--- src/rtl/clkgen_pkg.sv ---
/*
 * Shared constants and types for the ISA and suspend clock generator.
 * Assumes a 200 MHz system clock; every external clock arrives
 * asynchronously as a plain pin and is oversampled.
 */
package clkgen_pkg;

   // System clock period in picoseconds (200 MHz)
   localparam int unsigned SYS_PERIOD_PS = 5000;

   // ISA clock is the PCI clock divided by this ratio
   localparam int unsigned ISA_DIV       = 4;
   // Phase at which the divided clock goes high
   localparam logic [1:0]  ISA_HIGH_PH   = 2'h2;
   // Last low phase; stretching holds the divider here
   localparam logic [1:0]  ISA_LAST_LO   = 2'h1;
   // Last phase of an ISA period
   localparam logic [1:0]  ISA_LAST_PH   = 2'h3;

   // Longest ISA period still counted as the 8.33 MHz rate, in ns
   // (8.33 MHz gives 120 ns, 7.5 MHz gives 133 ns)
   localparam int unsigned ISA_FAST_MAX_NS = 127;
   localparam int unsigned ISA_FAST_MAX_CY =
      (ISA_FAST_MAX_NS * 1000) / SYS_PERIOD_PS;
   localparam logic [7:0]  ISA_FAST_MAX  = 8'(ISA_FAST_MAX_CY);

   // Silence after which a clock input is reported as stopped, in ns
   localparam int unsigned PCI_STOP_NS   = 100;
   localparam int unsigned USB_STOP_NS   = 100;
   localparam int unsigned OSC_STOP_NS   = 300;
   localparam int unsigned PCI_STOP_CY   =
      (PCI_STOP_NS * 1000) / SYS_PERIOD_PS;
   localparam int unsigned USB_STOP_CY   =
      (USB_STOP_NS * 1000) / SYS_PERIOD_PS;
   localparam int unsigned OSC_STOP_CY   =
      (OSC_STOP_NS * 1000) / SYS_PERIOD_PS;

   // System power states as seen by the clock generator
   typedef enum logic [2:0] {
      SUS_ON   = 3'h0,
      SUS_POS  = 3'h1,
      SUS_STR  = 3'h2,
      SUS_STD  = 3'h3,
      SUS_SOFF = 3'h4
   } susp_state_t;

endpackage : clkgen_pkg

--- src/rtl/clk_probe_if.sv ---
/*
 * Carrier between the clock generator and its clock activity monitors.
 * Assumes all three signals live in the system clock domain except raw,
 * which is the untouched pin level.
 */
`timescale 1ns/1ps
interface clk_probe_if;
   logic raw;        // Pin level, asynchronous
   logic rise;       // One-cycle pulse on a synchronised rising edge
   logic running;    // Level: edges seen recently

   modport mon  (input raw, output rise, output running);
   modport user (output raw, input rise, input running);
endinterface : clk_probe_if

--- src/rtl/clk_activity_mon.sv ---
/*
 * Clock activity monitor: synchronises a foreign clock pin, gives a pulse
 * on each rising edge and flags whether the clock is still toggling.
 * Assumes a stopped clock is legal and must not hang anything downstream.
 */
`timescale 1ns/1ps
module clk_activity_mon
   import clkgen_pkg::*;
#(
   parameter int unsigned TIMEOUT = 20   // Idle cycles before "stopped"
)(
   // Clock and reset
   input wire logic  CLK_SYS,
   input wire logic  RST_N,
   // Probe toward the user
   clk_probe_if.mon  PRB
);

   localparam int unsigned CW  = $clog2(TIMEOUT + 1);
   localparam logic [CW-1:0] LIM = CW'(TIMEOUT);

   // Elaboration check: a timeout below two leaves no idle window
   if (TIMEOUT < 2) begin : g_bad_timeout
      $error("clk_activity_mon: TIMEOUT must be at least 2");
   end

   logic          s1_r;        // First synchroniser stage
   logic          s2_r;        // Second stage, first usable level
   logic          s3_r;        // Delayed copy for edge detect
   logic [CW-1:0] idle_cnt_r;  // Cycles since last rising edge
   logic          running_r;   // Activity flag

   // Two-flop synchroniser plus one stage for edge detection. The stages
   // reset high, so a pin already high at release shows no false rise
   always_ff @(posedge CLK_SYS) begin
      if (!RST_N) begin
         s1_r <= 1'b1;
         s2_r <= 1'b1;
         s3_r <= 1'b1;
      end else begin
         s1_r <= PRB.raw;
         s2_r <= s1_r;
         s3_r <= s2_r;
      end
   end

   // Only the second stage and its copy feed the edge detector
   assign PRB.rise = s2_r & ~s3_r;

   // Idle counter saturates, so a stopped clock costs nothing
   always_ff @(posedge CLK_SYS) begin
      if (!RST_N) begin
         idle_cnt_r <= '0;
      end else if (PRB.rise) begin
         idle_cnt_r <= '0;
      end else if (idle_cnt_r != LIM) begin
         idle_cnt_r <= idle_cnt_r + 1'b1;
      end
   end

   // Running drops after a full timeout of silence
   always_ff @(posedge CLK_SYS) begin
      if (!RST_N) begin
         running_r <= 1'b0;
      end else begin
         running_r <= PRB.rise | (idle_cnt_r != LIM);
      end
   end

   assign PRB.running = running_r;

   AST_IDLE_STOPS: assert property (
      @(posedge CLK_SYS) disable iff (!RST_N)
      (idle_cnt_r == LIM) && !PRB.rise |=> !running_r)
      else $error("Monitor kept running after timeout");

   AST_EDGE_RUNS: assert property (
      @(posedge CLK_SYS) disable iff (!RST_N)
      PRB.rise |=> running_r && (idle_cnt_r == '0))
      else $error("Monitor missed a clock edge");

endmodule : clk_activity_mon

--- src/rtl/isa_and_suspend_clock_gen.sv ---
/*
 * ISA bus clock and suspend refresh clock generator. The ISA clock is the
 * PCI clock divided by four, stretched low on request and parked low in
 * power-on suspend. The refresh clock follows the RTC crystal and stops in
 * suspend-to-disk and soft-off. USB and timer clock activity is reported.
 * Assumes every clock pin is asynchronous to CLK_SYS and that CLK_SYS is
 * at least six times faster than the PCI clock.
 */
`timescale 1ns/1ps

// Function
// - ISA clock is PCI clock divided by four
// - ISA clock runs 7.5 or 8.33 MHz
// - PCI-to-ISA access may stretch clock low
// - Runs in and after reset, low in POS; here held low while RST_N is low
// - Refresh clock out, stopped in disk/soft-off
// - PCI timing referenced to PCI rising edge
// - USB 48 MHz clock may stop
// - Timer oscillator clock may stop
module isa_and_suspend_clock_gen
   import clkgen_pkg::*;
(
   // System clock and reset
   input  wire logic        CLK_SYS,
   input  wire logic        RST_N,
   // External clock pins
   input  wire logic        PCI_BUS_CLOCK_IN,
   input  wire logic        USB_48M_CLOCK_IN,
   input  wire logic        TIMER_OSC_CLOCK_IN,
   input  wire logic        RTC_CRYSTAL_IN,
   // Power state and bridge control, same clock domain
   input  susp_state_t      SUSP_STATE,
   input  wire logic        ISA_STRETCH_REQ,
   // Generated clocks
   output logic             ISA_BUS_CLOCK,
   output logic             SUSPEND_REFRESH_CLOCK,
   // Status
   output logic             ISA_RATE_FAST,
   output logic             PCI_CLK_RUNNING,
   output logic             USB_CLK_RUNNING,
   output logic             TIMER_CLK_RUNNING
);

   clk_probe_if pci_prb ();   // PCI clock probe
   clk_probe_if usb_prb ();   // USB clock probe
   clk_probe_if osc_prb ();   // Timer oscillator probe

   logic [1:0] phase_r;       // Divider phase, counts PCI rising edges
   logic [1:0] phase_nxt;     // Next divider phase
   logic [7:0] per_cnt_r;     // System cycles in the current ISA period
   logic       stretched_r;   // Current ISA period was stretched
   logic       rate_fast_r;   // Last clean period was the 8.33 MHz one
   logic       isa_clk_r;     // ISA clock flop
   logic       rtc_s1_r;      // RTC synchroniser, first stage
   logic       rtc_s2_r;      // RTC synchroniser, second stage
   logic       sus_clk_r;     // Refresh clock flop
   logic       hold_lo;       // Divider held in its last low phase
   logic       wrap;          // ISA period ends on this cycle

   // Pins into the probes
   assign pci_prb.raw = PCI_BUS_CLOCK_IN;
   assign usb_prb.raw = USB_48M_CLOCK_IN;
   assign osc_prb.raw = TIMER_OSC_CLOCK_IN;

   // PCI clock probe; its edges drive the divider
   clk_activity_mon #(.TIMEOUT(PCI_STOP_CY)) u_pci_mon (
      .CLK_SYS (CLK_SYS),
      .RST_N   (RST_N),
      .PRB     (pci_prb.mon)
   );

   // USB clock probe; only reports, never blocks
   clk_activity_mon #(.TIMEOUT(USB_STOP_CY)) u_usb_mon (
      .CLK_SYS (CLK_SYS),
      .RST_N   (RST_N),
      .PRB     (usb_prb.mon)
   );

   // Timer oscillator probe; only reports, never blocks
   clk_activity_mon #(.TIMEOUT(OSC_STOP_CY)) u_osc_mon (
      .CLK_SYS (CLK_SYS),
      .RST_N   (RST_N),
      .PRB     (osc_prb.mon)
   );

   // Stretch only at the low-to-high boundary, so the rising edge
   // lands on a PCI edge chosen by the bridge
   assign hold_lo = ISA_STRETCH_REQ && (phase_r == ISA_LAST_LO);
   assign wrap    = pci_prb.rise && (phase_r == ISA_LAST_PH);

   // Next phase: advances only on a PCI rising edge
   always_comb begin
      phase_nxt = phase_r;
      if (pci_prb.rise && !hold_lo) begin
         phase_nxt = phase_r + 2'h1;   // Modulo four divide
      end
   end

   // Divider phase. Bus reset elsewhere does not touch it, so the clock
   // keeps running through a bus reset; only RST_N parks it
   always_ff @(posedge CLK_SYS) begin
      if (!RST_N) begin
         phase_r <= 2'h0;
      end else begin
         phase_r <= phase_nxt;
      end
   end

   // ISA clock: high half of the divide, forced low in POS
   always_ff @(posedge CLK_SYS) begin
      if (!RST_N) begin
         isa_clk_r <= 1'b0;
      end else if (SUSP_STATE == SUS_POS) begin
         isa_clk_r <= 1'b0;
      end else begin
         isa_clk_r <= (phase_r >= ISA_HIGH_PH);
      end
   end

   assign ISA_BUS_CLOCK = isa_clk_r;

   // Period measurement; a stretched period says nothing about the rate,
   // so it is skipped rather than misread as the slow rate
   always_ff @(posedge CLK_SYS) begin
      if (!RST_N) begin
         per_cnt_r   <= 8'h00;
         stretched_r <= 1'b0;
      end else if (wrap) begin
         per_cnt_r   <= 8'h00;
         stretched_r <= 1'b0;
      end else begin
         if (per_cnt_r != 8'hFF) begin
            per_cnt_r <= per_cnt_r + 8'h01;
         end
         if (pci_prb.rise && hold_lo) begin
            stretched_r <= 1'b1;
         end
      end
   end

   // Rate flag: 8.33 MHz when the period fits, else 7.5 MHz. The count
   // at wrap is one less than the period in cycles, hence the strict
   // compare; a 26-cycle slow period must not pass as fast
   always_ff @(posedge CLK_SYS) begin
      if (!RST_N) begin
         rate_fast_r <= 1'b0;
      end else if (wrap && !stretched_r) begin
         rate_fast_r <= (per_cnt_r < ISA_FAST_MAX);
      end
   end

   assign ISA_RATE_FAST = rate_fast_r;

   // RTC crystal synchroniser
   always_ff @(posedge CLK_SYS) begin
      if (!RST_N) begin
         rtc_s1_r <= 1'b0;
         rtc_s2_r <= 1'b0;
      end else begin
         rtc_s1_r <= RTC_CRYSTAL_IN;
         rtc_s2_r <= rtc_s1_r;
      end
   end

   // Refresh clock follows the crystal except in disk and soft-off.
   // Jitter of one system cycle is harmless at 32.768 kHz
   always_ff @(posedge CLK_SYS) begin
      if (!RST_N) begin
         sus_clk_r <= 1'b0;
      end else if (SUSP_STATE == SUS_STD || SUSP_STATE == SUS_SOFF) begin
         sus_clk_r <= 1'b0;
      end else begin
         sus_clk_r <= rtc_s2_r;
      end
   end

   assign SUSPEND_REFRESH_CLOCK = sus_clk_r;

   // Activity status; a missing PCI clock freezes the ISA clock
   assign PCI_CLK_RUNNING   = pci_prb.running;
   assign USB_CLK_RUNNING   = usb_prb.running;
   assign TIMER_CLK_RUNNING = osc_prb.running;

   AST_DIV_STEP: assert property (
      @(posedge CLK_SYS) disable iff (!RST_N)
      pci_prb.rise && !ISA_STRETCH_REQ |=>
         phase_r == $past(phase_r) + 2'h1)
      else $error("Divider did not advance on PCI edge");

   AST_PCI_EDGE_ONLY: assert property (
      @(posedge CLK_SYS) disable iff (!RST_N)
      !pci_prb.rise |=> phase_r == $past(phase_r))
      else $error("Divider moved without a PCI rising edge");

   AST_STRETCH_HOLD: assert property (
      @(posedge CLK_SYS) disable iff (!RST_N)
      ISA_STRETCH_REQ && phase_r == ISA_LAST_LO |=>
         phase_r == ISA_LAST_LO ##1 !ISA_BUS_CLOCK)
      else $error("Stretch did not hold the ISA clock low");

   AST_STRETCH_WHOLE: assert property (
      @(posedge CLK_SYS) disable iff (!RST_N)
      $changed(phase_r) |-> $past(pci_prb.rise))
      else $error("ISA phase changed off a PCI period boundary");

   AST_POS_LOW: assert property (
      @(posedge CLK_SYS) disable iff (!RST_N)
      SUSP_STATE == SUS_POS |=> !ISA_BUS_CLOCK)
      else $error("ISA clock not low in power-on suspend");

   AST_ISA_RUNS: assert property (
      @(posedge CLK_SYS) disable iff (!RST_N)
      SUSP_STATE != SUS_POS && phase_r >= ISA_HIGH_PH |=>
         ISA_BUS_CLOCK)
      else $error("ISA clock low in its high half");

   AST_RATE: assert property (
      @(posedge CLK_SYS) disable iff (!RST_N)
      wrap && !stretched_r |=>
         ISA_RATE_FAST == ($past(per_cnt_r) < ISA_FAST_MAX))
      else $error("ISA rate flag wrong");

   AST_SUS_STOP: assert property (
      @(posedge CLK_SYS) disable iff (!RST_N)
      SUSP_STATE == SUS_STD || SUSP_STATE == SUS_SOFF |=>
         !SUSPEND_REFRESH_CLOCK)
      else $error("Refresh clock running in disk or soft-off");

   AST_SUS_FOLLOW: assert property (
      @(posedge CLK_SYS) disable iff (!RST_N)
      SUSP_STATE == SUS_STR |=> SUSPEND_REFRESH_CLOCK == $past(rtc_s2_r))
      else $error("Refresh clock stopped in suspend-to-RAM");

endmodule : isa_and_suspend_clock_gen

--- config.mk ---
export PLATFORM = sky130hd
export DESIGN_NAME = isa_and_suspend_clock_gen
export DESIGN_NICKNAME = d
export VERILOG_FILES = /design/src/rtl/clkgen_pkg.sv /design/src/rtl/clk_probe_if.sv /design/src/rtl/clk_activity_mon.sv /design/src/rtl/isa_and_suspend_clock_gen.sv
export SDC_FILE = /design/constraint.sdc
export NUM_CORES = 1
export LEC_CHECK = 0
export BUFFER_PORTS_ARGS = -buffer_cell sky130_fd_sc_hd__buf_2
export CORE_MARGIN = 8
export CORE_UTILIZATION = 50
export DETAILED_ROUTE_END_ITERATION = 10
export PLACE_DENSITY = 0.74
export SYNTH_ARGS = -nofsm -noshare
export SYNTH_HDL_FRONTEND = slang
export SYNTH_SLANG_ARGS = --single-unit
--- constraint.sdc ---
create_clock -name CLK_SYS -period 3.1 [get_ports CLK_SYS]
set_input_delay 0.31 -clock CLK_SYS [delete_from_list [all_inputs] [get_ports CLK_SYS]]
set_output_delay 0.31 -clock CLK_SYS [all_outputs]
set_load 0.05 [all_outputs]
* Word-level counts from Yosys, hierarchy flattened
Index checks and enable logic that the tools add are counted.
** Word-level totals
- Register bits :: 44
- Latch bits :: 0
- Memory bits (writable) :: 0
- Bits in read-only memories :: 0
- Input bits :: 10
- Output and inout port bits :: 6
- Logic and storage cells :: 63
- Memories kept :: 0
** Operators by class
- Add/sub/neg operators :: 5
- $mul :: 0
- Div/mod/pow operators :: 0
- Magnitude comparators :: 2
- Eq/ne operators :: 9
- Shift-type cells :: 0
- Mux-type cells :: 0
- Bitwise operators :: 10
- Reduce and logical (&&, ||, !) cells :: 14
** Operators by type and width (count)
- $reduce_or 2->1 :: 6
- $add 5x1->5 const B :: 2
- $ne 5x5->1 const B :: 2
- $add 8x1->8 const B :: 1
- $lt 8x5->1 const B :: 1
- $ne 8x8->1 const B :: 1
- $add 6x1->6 const B :: 1
- $ne 6x6->1 const B :: 1
- $logic_and 1x1->1 :: 5
- $not 1->1 :: 4
- $and 1x1->1 :: 3
- $eq 3x1->1 const B :: 1
- $eq 3x2->1 const B :: 1
- $eq 3x3->1 const B :: 1
- $or 1x1->1 :: 3
- $add 2x1->2 const B :: 1
- $eq 2x1->1 const B :: 1
- $eq 2x2->1 const B :: 1
- $ge 2x2->1 const B :: 1
- $logic_not 1->1 :: 2
- $logic_or 1x1->1 :: 1

* Depth between registers and ports, before layout
- Word-level depth :: 4
- Mapped depth :: 6

* Modules after synthesis
A second synthesis with hierarchy kept.
** Unflattened totals
- Cell total of the unflattened synthesis :: 196
- Area, all modules :: 1894.3 um^2
** Modules (own cells, without submodules)
- isa_and_suspend_clock_gen :: times used 1, cells each 89, area each 788.3 um^2, sequential area each 320.3 um^2
- clk_activity_mon (u_pci_mon ...) :: times used 2, cells each 33, area each 347.8 um^2, sequential area each 180.2 um^2
- clk_activity_mon (u_osc_mon) :: times used 1, cells each 41, area each 410.4 um^2, sequential area each 200.2 um^2

* Least setup slack after synthesis
Ideal clock, no wire load.
- Kind :: flip-flop to flip-flop
- From :: reg per_cnt_r[0]
- To :: reg per_cnt_r[5]
- Data arrival time :: 1404 ps
- Required time :: 3029 ps
- Setup slack :: 1625 ps
- Cell stages (with the launch flop) :: 6
- Buffers on the path :: 0
- Cell sequence :: dfxtp_1 ha_1 and3_2 a21bo_1 or3_1 a21oi_1
** Between the ends
- Longest elaborated chain between the ends :: 1
** Ends and longest elaborated chain
- start, declared :: line isa_and_suspend_clock_gen.sv:50 : logic [7:0] per_cnt_r;
- start signal, assigned :: line isa_and_suspend_clock_gen.sv:133 : per_cnt_r <= per_cnt_r + 8'h01;
- $add 8x1->8 or $ne 8x8->1 (tied branches) :: line isa_and_suspend_clock_gen.sv:133, isa_and_suspend_clock_gen.sv:132
Several ways; a longest one is shown, not always the timed one.
A chain may end at the register's enable or synchronous reset.

* Final worst setup path
Same ends and word-level chain as after synthesis.

==> metrics.txt <==
status=finished, final reports clean; Mean Syn Cell Area=approximately 9.6 µm²; Worst Tran Pin Value=~0.56 ns; TritonCTS clock tree=yes; Startpoint Class=register; CP arrival=about 1.9 ns; Seq/Total Area, Yosys=0.490; R2R Setup Slk=1.51 ns; non-filler instance count after layout=253; RSZ-0062 raised after global routing=no; vias in the first global route=~1300; Hold Crit Class=primary input to register; CP Capture Type=register; drt wl/cell=roughly 11 µm; drt first pass iters=4; GR Overflow Total=0; area delta synth->final=9.96%; Cells after Synth=between 150 and 200; top cell type's share of synthesized area=0.490; hold buffers post-CTS=0; Mapped Nets=209; Post-synth EDFFs=0; Die Ht=75.9 µm; All-Layer GR Usage=0.105; I/O Buffers=15; most area-hungry cell type in the Yosys netlist=dfxtp_1; Synth Warn #=0; most common cell after layout, fill and taps aside=dfxtp_1; final hold vios=0; dominant synthesized flop cell=dfxtp_1; Area contributors post-synth=dfxtp_1 49%, ha_1 7.7%, xnor2_1 4.4%; WHS Endpoint=u_usb_mon.s1_r; CORE AREA=0.00339 mm²; clock net sink count=44; Final Cycle Share=0.512; pin count of the biggest net entering global routing=25; CTS HTree Levels=2; clk_lat worst skew=around 0.35 ns; Worst path max stage delay=between 0.3 and 0.4 ns; Die W=around 76 µm; cells resized by post-CTS repair=0; final number of setup-violating endpoints=0; Max Freq=about 630 MHz; # rows=21; Synth Cell Area=approximately 0.0018 mm²; Seq cells post-synth=44; Worst Clk Skew=about 0.0078 ns; clock buffer depth=2; Crit-path slowest cell=dfxtp_1; Starting Density=0.530; Post-synth ARST share=0; layout cells sized above 1=0.111; first-pass GRT wire length=about 5200 µm; Power Density=~500 mW/mm²; CP Class=register to register; Routed Antenna Nets=0; highest-count cells in the layout ignoring fill and taps=44 x dfxtp_1, 18 x nor2_1, 15 x a21oi_1, 15 x buf_2; via count=1262; reg2reg start=per_cnt_r[0]; vias per cell=between 4 and 5; hold depth=2; Distinct cells, synth=32; Min-Delay Startpoint=USB_48M_CLOCK_IN; # Post-CTS Setup Buffers=0; TNS Setup=0 ns; max-slew violations=0; Final Critical Period=about 1.6 ns; Worst R2R End=per_cnt_r[5]; max_cap viols=0; Routed WL=2880 µm; worst-path cell chain=ha_1, and3_2, a21bo_1, or3_1, a21oi_1; Clock Tree Root=clkbuf_4; Final Wtd Congestion=a little over 0.7; post-layout util=0.583; initial antenna violation count=0; Slew headroom=0.626; CTS Buf Count=5; HPWL Detailed=2230 µm; crit path max fanout=5; number of fill cells=just over 300; DRC Markers=0; Cells after DPL=246; die area=between 0.005 and 0.006 mm²; Max VDD drop=between 0.3 and 0.4 mV; worst r2r path cells=5; clock transition at the registers of the reported paths=about 0.12 ns; I/O pins=16; Tot Pwr=~0.98 mW; Initial DRC Count=around 110; P_leak=0.826 nW; Worst EP required=3.39 ns; # nets final=roughly 230; antenna cell count=0
[state kept, by name, summed over array words and instances (netlist names), 2 cells and up]
signal and flops:
phase_r 2, per_cnt_r 8, u_usb_mon.idle_cnt_r 5, u_pci_mon.idle_cnt_r 5, u_osc_mon.idle_cnt_r 6
[critical path, delay by kind of cell, from the launching register on]
family	cells	cell delay, ns
AND/OR/NAND/NOR	2	0.55
flip-flops	1	0.36
adder cells (fa/ha/maj)	1	0.25
AO/OA/AOI/OAI	2	0.36
[per-layer routing]
metal | vias up | global-route usage | share of wire
met1 | 574 | 0.112 | 0.45
met2 | 19 | 0.175 | 0.48
li1 | 664 | - | -
met3 | 5 | 0.0401 | 0.062
met5 | - | 0 | 0
met4 | 0 | 0.0588 | 0.012
[final cells by class]
type	instances	area, µm²	area share
timing repair buffer	15	75.1	0.0380
clock buffer	7	65.1	0.0329
multi-input combinational	130	856	0.433
sequential	44	881	0.446
inverter	11	41.3	0.0209
tap	46	57.6	0.0291
[stage by stage]
step / hold slack (ns) / setup slack (ns) / area (µm²)
2_1_floorplan: 0.386 / 1.63 / 1800
3_3_place_gp: 0.388 / 1.59 / 1910
3_5_place_dp: 0.396 / 1.54 / 1910
4_1_cts: 0.125 / 1.51 / 1980
5_1_grt: 0.116 / 1.42 / 1980
6_report: 0.139 / 1.51 / 1980
[Yosys cell counts, types with 2 or more instances]
cell type,n
xor2_1,8
and3_1,2
o21ai_0,5
nor3b_1,3
nand3_1,11
nand4b_1,2
xnor2_1,9
o21a_1,3
a21oi_1,15
nand2b_1,10
nor3_1,3
nor2_1,18
inv_1,11
nand3b_1,2
nand2_1,9
nor2b_1,4
and2_1,4
ha_1,11
dfxtp_1,44
clkbuf_1,2
[logic make-up (layout without fill, tap and decap cells)]
family | Yosys count | count (layout) | synth area share
AND/OR/NAND/NOR | 72 | 72 | 0.213
flip-flops | 44 | 44 | 0.490
AO/OA/AOI/OAI | 29 | 29 | 0.0982
XOR/XNOR | 17 | 17 | 0.0829
buffers and inverters | 14 | 33 | 0.0334
adder cells (fa/ha/maj) | 11 | 11 | 0.0766
multiplexers | 1 | 1 | 0.00557
[how the worst max path moves through the flow]
stage	from	endpoint
3_5_place_dp	per_cnt_r[0]	per_cnt_r[5]
2_1_floorplan	per_cnt_r[0]	per_cnt_r[5]
5_1_grt	per_cnt_r[0]	per_cnt_r[5]
4_1_cts	per_cnt_r[0]	per_cnt_r[5]
3_3_place_gp	per_cnt_r[0]	per_cnt_r[5]
6_report	per_cnt_r[0]	per_cnt_r[5]
[power by group]
group	internal [mW]	switching [mW]	leakage, nW
combinational	0.0349	0.0465	0.428
clock	0.129	0.165	0.0374
sequential	0.589	0.0180	0.361
Note: power is estimated with default switching activity, not from simulation.
